## config.mk

```make
export PLATFORM = sky130hd
export DESIGN_NAME = smsr_regs
export DESIGN_NICKNAME = d
export VERILOG_FILES = /design/src/core/smsr_pkg.sv /design/src/core/smsr_regs.sv /design/src/core/smsr_sync2.sv
export VERILOG_INCLUDE_DIRS = /design/src /design/src/core
export SDC_FILE = /design/constraint.sdc
export NUM_CORES = 1
export LEC_CHECK = 0
export BUFFER_PORTS_ARGS = -buffer_cell sky130_fd_sc_hd__clkbuf_2
export CAP_MARGIN = 25
export CORE_AREA = 4 4 88 90
export CTS_CLUSTER_DIAMETER = 40
export CTS_CLUSTER_SIZE = 30
export DETAILED_ROUTE_END_ITERATION = 6
export DIE_AREA = 0 0 92 94
export SYNTH_ARGS = -nofsm -noshare
export SYNTH_HDL_FRONTEND = slang
export SYNTH_SLANG_ARGS = --single-unit
```

## constraint.sdc

```tcl
create_clock -name mclk_i -period 1.7 [get_ports mclk_i]
set_input_delay 0.085 -clock mclk_i [delete_from_list [all_inputs] [get_ports mclk_i]]
set_output_delay 0.085 -clock mclk_i [all_outputs]
set_load 0.02 [all_outputs]
```

## src/core/smsr_consts.svh

```systemverilog
// offsets, field positions, reset values and timing counts of the
// sensor mode and status register bank.
// assumes inclusion by bare name from the package and the top module.
`ifndef SMSR_CONSTS_SVH
`define SMSR_CONSTS_SVH

// ----------------------------------------------------------------
// register indices, byte address is four times the index
// ----------------------------------------------------------------
`define SMSR_IDX_PRODUCT_ID   8'h13
`define SMSR_IDX_SYS_STATUS   8'h14
`define SMSR_IDX_CONTROL      8'h20

// ----------------------------------------------------------------
// status register field positions
// ----------------------------------------------------------------
`define SMSR_ERR_BIT          7
`define SMSR_CNT_MSB          6
`define SMSR_CNT_LSB          2
`define SMSR_MODE_MSB         1
`define SMSR_MODE_LSB         0

// ----------------------------------------------------------------
// control register field positions
// ----------------------------------------------------------------
`define SMSR_CTL_ACTIVE       0
`define SMSR_CTL_TRIG_FUNC    1
`define SMSR_CTL_WAKE_OUT_EN  2
`define SMSR_CTL_PIN_CHOICE   3
`define SMSR_CTL_POLARITY     4
`define SMSR_CTL_WIDTH        5
`define SMSR_CTL_RESET        5'h00

// ----------------------------------------------------------------
// reset values and timing
// ----------------------------------------------------------------
// identifier value is arbitrary, chosen only to be recognisable
`define SMSR_PRODUCT_ID_VAL   8'h5A
`define SMSR_CNT_MAX          5'h1F
`define SMSR_BOOT_WAIT        2'h3

`endif

```

## src/core/smsr_pkg.sv

```systemverilog
// types shared by the sensor mode and status register bank.
// assumes the constants header sits beside it on the include path.
`include "smsr_consts.svh"

package smsr_pkg;

    // operating state code as software reads it
    typedef enum logic [1:0]
    {
        SMSR_CODE_STANDBY = 2'b00,
        SMSR_CODE_WAKE    = 2'b01,
        SMSR_CODE_SLEEP   = 2'b10,
        SMSR_CODE_TRIG    = 2'b11
    } smsr_code_t;

    // internal state, the trigger measurement shows as wake
    typedef enum logic [2:0]
    {
        SMSR_ST_STANDBY   = 3'b000,
        SMSR_ST_WAKE      = 3'b001,
        SMSR_ST_SLEEP     = 3'b010,
        SMSR_ST_TRIG_WAIT = 3'b011,
        SMSR_ST_TRIG_MEAS = 3'b100
    } smsr_state_t;

    // events arriving from the output buffer logic
    typedef struct packed
    {
        logic gate_en;    // buffer gating enabled
        logic sample;     // next xyz sample arrives
        logic empty;      // buffer count is zero
        logic flush;      // buffer flush written
        logic mode_off;   // buffer mode set to 00b
    } smsr_buf_ev_t;

    // wake level driven onto the two irq pins
    typedef struct packed
    {
        logic a_lvl;
        logic a_oe;
        logic b_lvl;
        logic b_oe;
    } smsr_wake_pins_t;

endpackage : smsr_pkg

```

## src/core/smsr_regs.sv

```systemverilog
// sensor mode and status register bank: product identifier, operating
// state, buffer gate error and gate count, wake level output.
// assumes an avalon-mm master on mclk_i, buffer and rate events from
// logic on the same clock, strap and trigger from pins.
`timescale 1ns/1ps
`include "smsr_consts.svh"

module smsr_regs
    import smsr_pkg::*;
(
    input  wire logic        mclk_i,            // 40 MHz system clock
    input  wire logic        nrst_i,            // async reset, active low
    // avalon-mm slave
    input  wire logic [9:0]  avs_address_i,     // byte address
    input  wire logic        avs_read_i,        // read request
    input  wire logic        avs_write_i,       // write request
    input  wire logic [31:0] avs_writedata_i,   // write data
    input  wire logic [3:0]  avs_byteenable_i,  // byte lanes
    output logic      [31:0] avs_readdata_o,    // read data, registered
    output logic             avs_waitrequest_o, // stall
    // pins
    input  wire logic        boot_strap_pin_i,  // boot mode strap
    input  wire logic        trig_pin_i,        // external trigger
    // same-clock inputs
    input  wire logic        motion_detect_select_i, // boot motion select
    input  wire smsr_buf_ev_t buf_ev_i,         // buffer events
    input  wire logic        output_rate_tick_i, // one pulse per period
    input  wire logic        sleep_req_i,       // auto sleep request
    input  wire logic        meas_done_i,       // triggered sample done
    // outputs
    output smsr_wake_pins_t  wake_pins_o,       // wake levels, registered
    output logic             debounce_clr_o     // one-cycle pulse
);

    // ------------------------------------------------------------
    // pin synchronisers
    // ------------------------------------------------------------
    logic [1:0] pins_s;

    smsr_sync2 #(.WIDTH(2)) u_sync
    (
        .mclk_i (mclk_i),
        .nrst_i (nrst_i),
        .d_i    ({boot_strap_pin_i, trig_pin_i}),
        .q_o    (pins_s)
    );

    logic strap_s;
    logic trig_s;
    assign strap_s = pins_s[1];
    assign trig_s  = pins_s[0];

    // ------------------------------------------------------------
    // state declarations
    // ------------------------------------------------------------
    logic [1:0]                 boot_cnt_r, boot_cnt_nxt;
    logic                       booted_r,   booted_nxt;
    logic                       strap_r,    strap_nxt;
    logic                       trig_d_r,   trig_d_nxt;
    smsr_state_t                state_r,    state_nxt;
    logic [`SMSR_CTL_WIDTH-1:0] ctl_r,      ctl_nxt;
    logic                       err_r,      err_nxt;
    logic [4:0]                 cnt_r,      cnt_nxt;
    logic                       ack_r,      ack_nxt;
    logic [31:0]                rdata_r,    rdata_nxt;
    smsr_wake_pins_t            pins_r,     pins_nxt;
    logic                       dbc_r,      dbc_nxt;

    logic       req;
    logic       hit_aligned;
    logic [7:0] idx;
    logic       wr_ctl;
    logic       go_active;
    logic       clr_ev;
    smsr_code_t code;

    // ------------------------------------------------------------
    // bus decode
    // ------------------------------------------------------------
    // one wait state per access so read data can come from a flop;
    // a write lands only on the edge where waitrequest is seen low
    assign req               = avs_read_i | avs_write_i;
    assign avs_waitrequest_o = req & ~ack_r;
    assign idx               = avs_address_i[9:2];
    assign hit_aligned       = (avs_address_i[1:0] == 2'h0);
    assign wr_ctl            = avs_write_i & ack_r & hit_aligned
                             & (idx == `SMSR_IDX_CONTROL)
                             & avs_byteenable_i[0];

    // the visible code, trigger measurement reads as wake
    always_comb
    begin
        case (state_r)
            SMSR_ST_STANDBY:   code = SMSR_CODE_STANDBY;
            SMSR_ST_WAKE:      code = SMSR_CODE_WAKE;
            SMSR_ST_SLEEP:     code = SMSR_CODE_SLEEP;
            SMSR_ST_TRIG_WAIT: code = SMSR_CODE_TRIG;
            SMSR_ST_TRIG_MEAS: code = SMSR_CODE_WAKE;
            default:           code = SMSR_CODE_STANDBY;
        endcase
    end

    // ------------------------------------------------------------
    // boot strap capture
    // ------------------------------------------------------------
    // waits for the synchroniser to fill before the strap is trusted
    always_comb
    begin
        boot_cnt_nxt = boot_cnt_r;
        booted_nxt   = booted_r;
        strap_nxt    = strap_r;
        if (!booted_r)
        begin
            if (boot_cnt_r == `SMSR_BOOT_WAIT)
            begin
                booted_nxt = 1'b1;
                strap_nxt  = strap_s;
            end
            else
            begin
                boot_cnt_nxt = boot_cnt_r + 2'h1;
            end
        end
    end

    always_ff @(posedge mclk_i or negedge nrst_i)
    begin
        if (!nrst_i)
        begin
            boot_cnt_r <= 2'h0;
            booted_r   <= 1'b0;
            strap_r    <= 1'b0;
        end
        else
        begin
            boot_cnt_r <= boot_cnt_nxt;
            booted_r   <= booted_nxt;
            strap_r    <= strap_nxt;
        end
    end

    // ------------------------------------------------------------
    // control register and operating state
    // ------------------------------------------------------------
    // active bit leaving zero is the standby to active transition
    assign go_active = (state_r == SMSR_ST_STANDBY)
                     & ctl_nxt[`SMSR_CTL_ACTIVE];

    always_comb
    begin
        ctl_nxt    = ctl_r;
        state_nxt  = state_r;
        trig_d_nxt = trig_s;
        dbc_nxt    = 1'b0;
        if (wr_ctl)
            ctl_nxt = avs_writedata_i[`SMSR_CTL_WIDTH-1:0];
        if (!booted_r)
        begin
            if ((boot_cnt_r == `SMSR_BOOT_WAIT) && strap_s
                && motion_detect_select_i)
            begin
                ctl_nxt[`SMSR_CTL_ACTIVE] = 1'b1;
                state_nxt                 = SMSR_ST_WAKE;
            end
        end
        else if (!ctl_nxt[`SMSR_CTL_ACTIVE])
        begin
            state_nxt = SMSR_ST_STANDBY;
        end
        else
        begin
            case (state_r)
                SMSR_ST_STANDBY:
                    if (ctl_nxt[`SMSR_CTL_TRIG_FUNC] && !strap_r)
                        state_nxt = SMSR_ST_TRIG_WAIT;
                    else
                        state_nxt = SMSR_ST_WAKE;
                SMSR_ST_WAKE:
                    if (sleep_req_i)
                        state_nxt = SMSR_ST_SLEEP;
                SMSR_ST_SLEEP:
                    if (!sleep_req_i)
                        state_nxt = SMSR_ST_WAKE;
                SMSR_ST_TRIG_WAIT:
                    if (trig_s && !trig_d_r)
                        state_nxt = SMSR_ST_TRIG_MEAS;
                SMSR_ST_TRIG_MEAS:
                    if (meas_done_i)
                        state_nxt = SMSR_ST_TRIG_WAIT;
                default:
                    state_nxt = SMSR_ST_STANDBY;
            endcase
        end
        if ((state_nxt != state_r)
            && (state_nxt != SMSR_ST_STANDBY)
            && (state_nxt != SMSR_ST_TRIG_MEAS)
            && (state_r != SMSR_ST_TRIG_MEAS))
            dbc_nxt = 1'b1;
    end

    always_ff @(posedge mclk_i or negedge nrst_i)
    begin
        if (!nrst_i)
        begin
            ctl_r    <= `SMSR_CTL_RESET;
            state_r  <= SMSR_ST_STANDBY;
            trig_d_r <= 1'b0;
            dbc_r    <= 1'b0;
        end
        else
        begin
            ctl_r    <= ctl_nxt;
            state_r  <= state_nxt;
            trig_d_r <= trig_d_nxt;
            dbc_r    <= dbc_nxt;
        end
    end

    assign debounce_clr_o = dbc_r;

    // ------------------------------------------------------------
    // buffer gate error and gate count
    // ------------------------------------------------------------
    // clearing events
    assign clr_ev = buf_ev_i.empty | buf_ev_i.flush | buf_ev_i.mode_off
                  | (booted_r & go_active);

    // a set in the same cycle as a clear wins
    always_comb
    begin
        err_nxt = err_r;
        cnt_nxt = cnt_r;
        if (clr_ev)
        begin
            err_nxt = 1'b0;
            cnt_nxt = 5'h00;
        end
        if (buf_ev_i.gate_en && buf_ev_i.sample && !buf_ev_i.empty)
            err_nxt = 1'b1;
        if (err_r && !clr_ev && output_rate_tick_i)
        begin
            if (cnt_r != `SMSR_CNT_MAX)
                cnt_nxt = cnt_r + 5'h01;
        end
    end

    always_ff @(posedge mclk_i or negedge nrst_i)
    begin
        if (!nrst_i)
        begin
            err_r <= 1'b0;
            cnt_r <= 5'h00;
        end
        else
        begin
            err_r <= err_nxt;
            cnt_r <= cnt_nxt;
        end
    end

    // ------------------------------------------------------------
    // wake level pins
    // ------------------------------------------------------------
    // pins only driven while the wake level is wanted
    always_comb
    begin
        pins_nxt = '0;
        if (ctl_r[`SMSR_CTL_WAKE_OUT_EN] && (code == SMSR_CODE_WAKE))
        begin
            if (ctl_r[`SMSR_CTL_PIN_CHOICE])
            begin
                pins_nxt.b_oe  = 1'b1;
                pins_nxt.b_lvl = ctl_r[`SMSR_CTL_POLARITY];
            end
            else
            begin
                pins_nxt.a_oe  = 1'b1;
                pins_nxt.a_lvl = ctl_r[`SMSR_CTL_POLARITY];
            end
        end
    end

    always_ff @(posedge mclk_i or negedge nrst_i)
    begin
        if (!nrst_i)
            pins_r <= '0;
        else
            pins_r <= pins_nxt;
    end

    assign wake_pins_o = pins_r;

    // ------------------------------------------------------------
    // bus answer and read data
    // ------------------------------------------------------------
    // unmapped or misaligned reads return zero, writes there vanish
    always_comb
    begin
        ack_nxt   = req & ~ack_r;
        rdata_nxt = rdata_r;
        if (avs_read_i && ack_nxt)
        begin
            rdata_nxt = 32'h0000_0000;
            if (hit_aligned)
            begin
                case (idx)
                    `SMSR_IDX_PRODUCT_ID:
                        rdata_nxt[7:0] = `SMSR_PRODUCT_ID_VAL;
                    `SMSR_IDX_SYS_STATUS:
                    begin
                        rdata_nxt[`SMSR_ERR_BIT] = err_r;
                        rdata_nxt[`SMSR_CNT_MSB:`SMSR_CNT_LSB] = cnt_r;
                        rdata_nxt[`SMSR_MODE_MSB:`SMSR_MODE_LSB] = code;
                    end
                    `SMSR_IDX_CONTROL:
                        rdata_nxt[`SMSR_CTL_WIDTH-1:0] = ctl_r;
                    default:
                        rdata_nxt = 32'h0000_0000;
                endcase
            end
        end
    end

    always_ff @(posedge mclk_i or negedge nrst_i)
    begin
        if (!nrst_i)
        begin
            ack_r   <= 1'b0;
            rdata_r <= 32'h0000_0000;
        end
        else
        begin
            ack_r   <= ack_nxt;
            rdata_r <= rdata_nxt;
        end
    end

    assign avs_readdata_o = rdata_r;

endmodule : smsr_regs

```

## src/core/smsr_sync2.sv

```systemverilog
// two flip-flop synchroniser for pin inputs of the register bank.
// assumes the input is asynchronous to mclk_i; first stage read only
// by the second.
`timescale 1ns/1ps

module smsr_sync2
#(
    parameter int WIDTH = 1
)
(
    input  wire logic             mclk_i,  // system clock
    input  wire logic             nrst_i,  // async reset, active low
    input  wire logic [WIDTH-1:0] d_i,     // asynchronous level
    output logic      [WIDTH-1:0] q_o      // synchronised level
);

    logic [WIDTH-1:0] meta_r;
    logic [WIDTH-1:0] q_r;

    // elaboration check, a zero-width stage has nothing to carry
    if (WIDTH < 1)
    begin : g_width_check
        $error("smsr_sync2: WIDTH must be at least 1");
    end

    // both stages clear at reset, no port reaches the reset branch
    always_ff @(posedge mclk_i or negedge nrst_i)
    begin
        if (!nrst_i)
        begin
            meta_r <= '0;
            q_r    <= '0;
        end
        else
        begin
            meta_r <= d_i;
            q_r    <= meta_r;
        end
    end

    assign q_o = q_r;

endmodule : smsr_sync2

```

### Word-level counts from Yosys, hierarchy flattened

Index checks and enable logic that the tools add are counted.

| word-level totals | value |
|---|---|
| register bits after elaboration | 61 |
| input port bits | 61 |
| output and inout bits | 38 |
| logic and storage cells | 98 |

| operators by class | value |
|---|---|
| add/subtract/negate cells | 2 |
| equal/unequal tests | 13 |
| multiplexer cells | 27 |
| bitwise operators | 14 |
| reduce and logical (&&, ||, !) cells | 24 |

Operators by type and width:

| operator | number |
|---|---|
| 3-bit 2-to-1 mux | 7 |
| 8-bit by 5-bit equality test with 1-bit output, second input constant | 2 |
| 5-bit 2-to-1 mux | 3 |
| 3-bit one-hot mux with 5 select lines | 1 |
| 5-bit one-hot mux with 3 select lines | 1 |
| 1-bit logical AND | 13 |
| 8-bit by 6-bit equality test with 1-bit output, second input constant | 1 |
| 2-bit 2-to-1 mux | 4 |
| 8-bit 2-to-1 mux | 1 |
| 1-bit bitwise AND | 7 |
| 1-bit 2-to-1 mux | 7 |
| 3-bit by 2-bit equality test with 1-bit output, second input constant | 2 |
| 3-bit inequality test, second input constant | 2 |
| 2-bit one-hot mux with 3 select lines | 1 |
| 3-bit one-hot mux with 2 select lines | 1 |
| 5-bit by 1-bit adder with 5-bit output, second input constant | 1 |
| 5-bit inequality test, second input constant | 1 |
| 1-bit logical NOT | 4 |
| 4-bit 2-to-1 mux | 1 |
| 1-bit bitwise OR | 4 |
| 2-bit AND reduction | 2 |
| 3-bit by 1-bit equality test with 1-bit output, second input constant | 1 |
| 3-bit equality test, second input constant | 1 |
| 3-bit logical NOT | 1 |
| 9 further kinds | 11 |

### Depth between registers and ports, before layout

Gate-level depths: netlist of run 1.

| depth | value |
|---|---|
| word-level depth | 15 |
| mapped depth | 8 |
| mapped depth without buffers | 7 |

### Cells and area by module

Synthesis of run 1 repeated with hierarchy kept, for this count alone.

| second synthesis, totals | value |
|---|---|
| cell total of the unflattened synthesis | 203 |
| area total of the unflattened synthesis | 2044.5 µm² |

Modules (own cells, without submodules):

| module | times used | cells each | area each (µm²) | sequential area each (µm²) |
|---|---|---|---|---|
| smsr_regs | 1 | 199 | 1944.4 | 825.8 |
| smsr_sync2 | 1 | 4 | 100.1 | 100.1 |

### Worst setup path before layout of run 1

Ideal clock, no wire load.

| timing path | value |
|---|---|
| path kind | register -> register |
| from | register ack_r |
| to | register err_r |
| setup time | 0.082 ns |
| data arrival time | 1.689 ns |
| data required time | 1.618 ns |
| path slack | -0.072 ns |
| stages on the path, launching flop included | 8 |
| buffers on the path | 1 |
| clock period less this slack | 1.772 ns |
| cells stage by stage | dfrtp_1 -> nand4_4 -> nor2_8 -> mux2i_2 -> nor4_1 -> or4_1 -> buf_2 -> o22ai_1 |

| between the ends | value |
|---|---|
| word-level cells in the longest chain between the ends | 11 |

Ends and longest elaborated chain:

| what | RTL line | text |
|---|---|---|
| start, declared | smsr_regs.sv:64 | `logic ack_r, ack_nxt;` |
| start signal, assigned | smsr_regs.sv:333 | `ack_r <= ack_nxt;` |
| 1-bit bitwise AND * (4 in a row) | smsr_regs.sv:86 | `assign wr_ctl = avs_write_i & ack_r & hit_aligned` |
| 2-bit 2-to-1 mux * | smsr_regs.sv:155 | `if (wr_ctl)` |
| 1-bit 2-to-1 mux | smsr_regs.sv:159 | `` if ((boot_cnt_r == `SMSR_BOOT_WAIT) && strap_s `` |
| 1-bit 2-to-1 mux * | smsr_regs.sv:157 | `if (!booted_r)` |
| 1-bit bitwise AND * | smsr_regs.sv:146 | `assign go_active = (state_r == SMSR_ST_STANDBY)` |
| 1-bit bitwise AND * | smsr_regs.sv:226 | `\| (booted_r & go_active);` |
| 1-bit bitwise OR * | smsr_regs.sv:226 |  |
| 2-bit nonzero test (no source line) * | - |  |
| end signal, assigned | smsr_regs.sv:256 | `err_r <= err_nxt;` |
| end, declared | smsr_regs.sv:62 | `logic err_r, err_nxt;` |

Mark *: on every way between the ends. The rest lies on a longest branch, timed or not.
A chain may end at the register's enable or synchronous reset.

### Worst setup path after layout of run 1

| timing path | value |
|---|---|
| from | register strap_r |
| to | register dbc_r, in the netlist debounce_clr_o |

| between the ends | value |
|---|---|
| word-level cells in the longest chain between the ends | 11 |
| elaborated cells on any way between the ends | 13 |
| those cells by class | 2 x eq/ne; 5 x mux; 6 x reduce/logical |

Ends and longest elaborated chain:

| what | RTL line | text |
|---|---|---|
| start, declared | smsr_regs.sv:58 | `logic strap_r, strap_nxt;` |
| start signal, assigned | smsr_regs.sv:138 | `strap_r <= strap_nxt;` |
| 1-bit logical NOT * | smsr_regs.sv:174 | `` if (ctl_nxt[`SMSR_CTL_TRIG_FUNC] && !strap_r) `` |
| 1-bit logical AND * | smsr_regs.sv:174 |  |
| 2-bit 2-to-1 mux * | smsr_regs.sv:174 |  |
| 3-bit one-hot mux with 5 select lines * | smsr_regs.sv:172 | `case (state_r)` |
| 3-bit 2-to-1 mux * | smsr_regs.sv:166 | `` else if (!ctl_nxt[`SMSR_CTL_ACTIVE]) `` |
| 3-bit 2-to-1 mux * | smsr_regs.sv:157 |  |
| 3-bit inequality test / 3-bit nonzero test (equally long branches) | smsr_regs.sv:194, smsr_regs.sv:195 |  |
| 1-bit logical AND | smsr_regs.sv:195 | `&& (state_nxt != SMSR_ST_STANDBY)` |
| 1-bit logical AND * | smsr_regs.sv:196 | `&& (state_nxt != SMSR_ST_TRIG_MEAS)` |
| 1-bit logical AND * | smsr_regs.sv:197 | `&& (state_r != SMSR_ST_TRIG_MEAS))` |
| 1-bit 2-to-1 mux * | smsr_regs.sv:194 | `if ((state_nxt != state_r)` |
| net dbc_nxt | smsr_regs.sv:67 | `logic dbc_r, dbc_nxt;` |
| end signal, assigned | smsr_regs.sv:215 | `dbc_r <= dbc_nxt;` |
| end, declared | smsr_regs.sv:67 |  |

Mark *: on every way through the listed nets, which the timed path passes. The rest lies on a longest branch.

==> impl_metrics.csv, run 1 <==
group,metric,value,unit
sta,grt_setup_unrepaired,"true",
clock_tree,clockBufferDepth,2,
finish,final_nets,352,
global_route,grt_use_total,11.3,%
synthesis,synth-seq-area-share,45.8,%
critical_path,path_max_fanout,4,
placement,gp_congestion,0.840,
drt,wl_per_cell,12.4,µm
pwr,p_leak,1.36,nW
finish,final_cell_area,2820,µm²
drt,route.detailed.drc,0,
synthesis,synthArstFlopShare,100,%
clock_tree,cts.sinks,37,
placement,dp_hpwl,3.56,mm
global_route,grt_pass1_wl,7.71,mm
synthesis,synthFlopType,"dfrtp_1",
pwr,pwr-share-clk,35.6,%
placement,port_buffers,44,
drt,postRouteAntennaNets,0,
drt,drt_iter0_markers,53,
clock_tree,cts-htree-levels,2,
floorplan,die_area,8650,µm²
finish,final_cells,388,
global_route,antenna_found_initial,0,
min_path,holdPathStages,2,
floorplan,die_y,94,µm
synthesis,synth_seq_cells,37,
critical_path,regToRegSetupSlack,-0.22,ns
drt,via_per_inst,4.45,
floorplan,coreArea,7060,µm²
clock_tree,clock_latency,0.29,ns
pwr,p_seq_share,49.5,%
sta,postLayoutSetupSlackWorst,-0.215,ns
pwr,p_int,1.34,mW
global_route,grt_max_degree,38,
min_path,hold-path-endpoint,"ctl_r[3]",
pwr,switching_power,0.505,mW
clock_tree,cts.clk_slew.worst_paths,0.08,ns
finish,mostFrequentLayoutCells,"44 x clkbuf_2, 36 x buf_4, 34 x dfrtp_1",
min_path,holdCritStartpoint,"avs_writedata_i[3]",
placement,placedCellCount,365,
finish,layout_commonest_cell,"clkbuf_2",
sta,post-route-period-util,113,%
sta,fin_skew,0.00855,ns
pwr,p_comb_share,14.9,%
clock_tree,cts_buffers,5,
global_route,overflow,0,
critical_path,cp_data_arrival_time,2.12,ns
drt,dr.pass1.iters,4,
critical_path,path_class,"flop to flop",
finish,area_delta_synth_final,39.7,%
sta,setup_viol,4,
floorplan,io_pins,99,
finish,final_util,40.0,%
clock_tree,cts_root_buf,"clkbuf_8",
floorplan,initial_core_util,28.6,%
sta,slew_viol_final,0,
critical_path,crit_path_start_kind,"flop",
floorplan,rows,31,
run_status,violations,"negative setup slack",
drt,wl,4.80,mm
synthesis,yosysUniqueCellTypes,46,
min_path,holdCritPathClass,"input pin to flop",
synthesis,syn-cell-area,2020,µm²
pwr,vdd_drop_max,0.000346,V
finish,drive_gt1_share,46.0,%
pwr,sw_frac_of_total,27.4,%
critical_path,reg2reg_depth,8,
floorplan,die_width,92,µm
pwr,power_density,653,nW/µm²
synthesis,synth-edff-count,0,
run_status,status,"complete, but fails checks",
sta,fmax,522,MHz
finish,diodes,0,
critical_path,end_kind,"flop",
synthesis,synthCells,202,
sta,period_needed,1.92,ns
synthesis,yosysWarnings,0,
critical_path,reg2reg_from,"strap_r",
flow_run,cap_violations,0,
critical_path,r2r_end,"debounce_clr_o",
critical_path,crit_required,1.90,ns
clock_tree,cts_tree,"yes",
sta,finalHoldViolCount,0,
drt,vias,1727,
synthesis,syn-mean-instance-area,10.0,µm²
placement,dpl-instance-area,2470,µm²
global_route,grt_pass1_vias,1686,
[per-stage QoR]
stage	hold WS, ns	power (mW)	setup slack, ns	TNS [ns]
after detailed placement	0.0760	1.16	-0.214	-1.32
after floorplan	-0.211	1.08	-0.0436	-0.0596
final	0.0273	1.84	-0.215	-0.319
after global routing	0.0160	1.93	-0.290	-0.840
after CTS	0.0219	1.85	-0.0841	-0.162
after global placement	0.0719	1.16	-0.134	-0.706
[power by group through the flow]
| stage | registers (mW) | clock network, mW | logic [mW] |
|---|---|---|---|
| detailed placement | 0.928 | 0 | 0.234 |
| global placement | 0.927 | 0 | 0.234 |
| finish | 0.912 | 0.655 | 0.275 |
| floorplan | 0.925 | 0 | 0.160 |
| CTS | 0.913 | 0.676 | 0.259 |
| global route | 0.914 | 0.710 | 0.301 |
[routing by layer]
layer | global-route usage (%) | vias up | wire (µm)
li1 | - | 839 | -
met1 | 13.6 | 813 | 1990
met2 | 19.3 | 70 | 2400
met3 | 3.77 | 5 | 376
met4 | 3.34 | 0 | 41
met5 | 0 | - | 0
[worst max-delay path: stages, from the launching register on]
cell,delay (ns)
dfrtp_1,0.43
nor4_4,0.33
buf_4,0.16
o211a_1,0.15
nor3_2,0.04
buf_4,0.16
a211oi_4,0.22
o32ai_2,0.13
a211oi_2,0.21
[area by class of cell]
type | count | area (µm²)
Tap cell | 99 | 124
Timing Repair Buffer | 87 | 573
Multi-Input combinational cell | 151 | 1080
Fill cell | 716 | 4240
Clock buffer | 6 | 82.6
Sequential cell | 37 | 930
Inverter | 6 | 22.5
Clock inverter | 2 | 13.8
[synthesized netlist by cell type, drive strengths merged (3+ instances only)]
cell type	count	area [µm²]
a31oi	3	18.8
a221oi	3	26.3
mux2	7	78.8
nor3	5	36.3
inv	6	22.5
xor2	4	35.0
buf	28	203
nand2b	3	18.8
and3	4	25.0
nand2	22	82.6
a211oi	3	22.5
clkbuf	3	11.3
nand4	3	48.8
ha	3	37.5
nand3	4	20.0
a21oi	6	30.0
dfrtp	37	926
nor2	16	78.8
o21ai	14	73.8
nor4	3	18.8
[logic make-up (layout without fill, tap and decap cells)]
kind of cell / count (synthesis) / count (layout) / share of synthesized area, %
AO/OA/AOI/OAI: 39 / 39 / 12.5
XOR/XNOR: 5 / 5 / 2.17
adder cells (fa/ha/maj): 3 / 3 / 1.86
buffers and inverters: 37 / 101 / 11.7
flip-flops: 37 / 37 / 45.8
multiplexers: 8 / 8 / 4.58
other: 1 / 24 / 0.186
AND/OR/NAND/NOR: 72 / 72 / 21.2
[registers in the layout, indices dropped and copies added, names as in the netlist, 2 cells and up]
name            flops
wake_pins_o         4
u_sync.meta_r       2
state_r             3
ctl_r               5
avs_readdata_o      8
cnt_r               5
boot_cnt_r          2
u_sync.q_o          2
[worst max path at each step]
stage                endpoint  slack (ns)  cells after the start              from
3_3_place_gp            err_r       -0.13                      8  avs_address_i[5]
6_report       debounce_clr_o       -0.22                      8           strap_r
3_5_place_dp            err_r       -0.21                      8  avs_address_i[5]
5_1_grt        debounce_clr_o       -0.29                      8        state_r[0]
2_1_floorplan           err_r       -0.04                      7             ack_r
4_1_cts        debounce_clr_o       -0.08                      7        state_r[1]
[repair_timing]
action,CTS,global route
pin swaps,10,10
buffers inserted,6,7
hold buffers,4,0
setup endpoints to repair,7,10
gates resized for setup,19,12
endpoints found under the hold margin,40,0
(Power assumes the default switching activity.)
==> inputs of run 2 (changes only) <==
--- a/config.mk
+++ b/config.mk
@@ -6,7 +6,7 @@
 export SDC_FILE = /design/constraint.sdc
 export NUM_CORES = 1
 export LEC_CHECK = 0
-export BUFFER_PORTS_ARGS = -buffer_cell sky130_fd_sc_hd__clkbuf_2
+export BUFFER_PORTS_ARGS = -buffer_cell sky130_fd_sc_hd__buf_2
 export CAP_MARGIN = 25
 export CORE_AREA = 4 4 88 90
 export CTS_CLUSTER_DIAMETER = 40
==> impl_metrics.csv, run 2 (synthesized netlist as in run 1, its figures left out) <==
group,metric,value,unit
sta,post-route-period-util,108,%
global_route,grt_use_total,10.2,%
pwr,vdd_drop_max,0.000315,V
sta,postLayoutSetupSlackWorst,-0.136,ns
flow_run,cap_violations,0,
sta,slew_viol_final,0,
sta,finalHoldViolCount,0,
drt,via_per_inst,4.41,
finish,largest_register_ffs,8,
floorplan,rows,31,
placement,dp_slack,-0.211,ns
placement,port_buffers,44,
floorplan,coreArea,7060,µm²
critical_path,path_delay_family,"simple AND/OR/NAND/NOR gates",
global_route,grt_pass1_vias,1532,
min_path,holdCritPathClass,"input pin to flop",
floorplan,die_width,92,µm
finish,diodes,0,
pwr,p_total,1.94,mW
critical_path,cp_data_arrival_time,1.99,ns
floorplan,die_area,8650,µm²
clock_tree,cts_root_buf,"clkbuf_8",
critical_path,cpPeakStageDelay,0.49,ns
clock_tree,cts-htree-levels,2,
sta,grt_setup_unrepaired,"true",
global_route,antenna_found_initial,0,
drt,route.detailed.drc,0,
drt,vias,1681,
run_status,violations,"negative setup slack",
floorplan,die_y,94,µm
drt,dr.pass1.iters,4,
drt,wl_per_cell,11.7,µm
global_route,grt_pass1_wl,7.03,mm
clock_tree,cts_buffers,5,
placement,dp_hpwl,3.49,mm
critical_path,path_max_fanout,8,
global_route,overflow,0,
global_route,grt_max_degree,38,
critical_path,crit_slowest_cell,"or4_4",
critical_path,worstPathCellList,"inv_2 -> or4_4 -> o21ai_4 -> a311oi_2 -> nor4_2 -> a211oi_2",
finish,layout_commonest_cell,"buf_2",
pwr,power_density,704,nW/µm²
critical_path,crit_required,1.86,ns
sta,setup_viol,2,
drt,drt_iter0_markers,49,
drt,postRouteAntennaNets,0,
finish,final_nets,345,
placement,gp_congestion,0.824,
sta,fin_skew,0.0156,ns
sta,timing.hold.ws,0.0317,ns
clock_tree,cts_tree,"yes",
clock_tree,cts.clk_slew.worst_paths,0.08,ns
floorplan,io_pins,99,
finish,drive_gt1_share,44.3,%
finish,final_cells,381,
placement,dpl-instance-area,2450,µm²
critical_path,end_kind,"flop",
clock_tree,cts.sinks,37,
critical_path,worstPathBufferInverterCount,1,
critical_path,crit_path_start_kind,"flop",
floorplan,initial_core_util,28.6,%
sta,period_needed,1.84,ns
critical_path,path_class,"flop to flop",
run_status,status,"complete, but fails checks",
sta,fmax,545,MHz
finish,final_cell_area,2750,µm²
pwr,p_leak,1.33,nW
placement,placedCellCount,364,
finish,area_delta_synth_final,36.2,%
finish,mostFrequentLayoutCells,"44 x buf_2, 34 x dfrtp_1, 32 x buf_4",
drt,wl,4.45,mm
clock_tree,clock_latency,0.29,ns
clock_tree,clockBufferDepth,2,
run 2: cell count changes in the layout (fill, tap and decap cells not counted), sizes merged:
cell    change
clkinv      -1
buf        +37
clkbuf     -45
inv         +1
bufinv      +1
run 2: worst reg2reg max path: cells and delay by family, from the launching register on:
| kind | cells | cell delay [ns] |
|---|---|---|
| compound gates | 3 | 0.34 |
| buf+inv | 1 | 0.06 |
| simple gates | 2 | 0.82 |
| flops | 1 | 0.47 |
run 2: area by class of cell:
cell class,count,area [µm²]
timing repair buffer,80,500
clock inverter,3,43.8
fill,718,4310
clock buffer,5,68.8
tap,99,124
inverter,6,22.5
sequential,37,930
multi-input combinational,151,1060
run 2: per-stage QoR:
stage,TNS [ns],util [%]
2_1_floorplan,-0.0596,-
3_3_place_gp,-0.781,34.8
3_5_place_dp,-1.17,34.8
4_1_cts,-0.180,37.6
5_1_grt,-0.722,39.0
6_report,-0.193,39.0
run 2: per-layer routing:
metal  share of wire [%]  vias up  global-route usage [%]
met5                   0        -                       0
met4                 2.3        0                    3.84
met3                 7.3       13                    3.13
met2                  45       66                    16.0
met1                  45      776                    13.3
li1                    -      826                       -
run 2: where the power goes:
part	switching, mW	leakage [nW]	total, mW	internal, mW
clock network	0.331	0.0585	0.771	0.440
logic	0.154	0.792	0.253	0.0996
registers	0.0170	0.478	0.913	0.896
total	0.502	1.33	1.94	1.44
run 2: final timing paths:
path                                          from              to  slack (ns)  cells after the start
worst min register to register    u_sync.meta_r[0]   u_sync.q_o[0]        0.36                      0
worst max-delay path                    state_r[0]  debounce_clr_o       -0.14                      6
min in group asynchronous                   nrst_i        cnt_r[2]        0.37                      3
max in group asynchronous                   nrst_i      state_r[0]        0.98                      3
worst min-delay path            avs_writedata_i[4]        ctl_r[4]        0.03                      2
worst max register to register          state_r[0]  debounce_clr_o       -0.14                      6
run 2: timing repair:
item	CTS	global route
hold buffers	4	0
buffers inserted	3	2
pin swaps	3	6
resized for setup	8	18
endpoints found under the setup margin	7	8
endpoints found under the hold margin	40	0
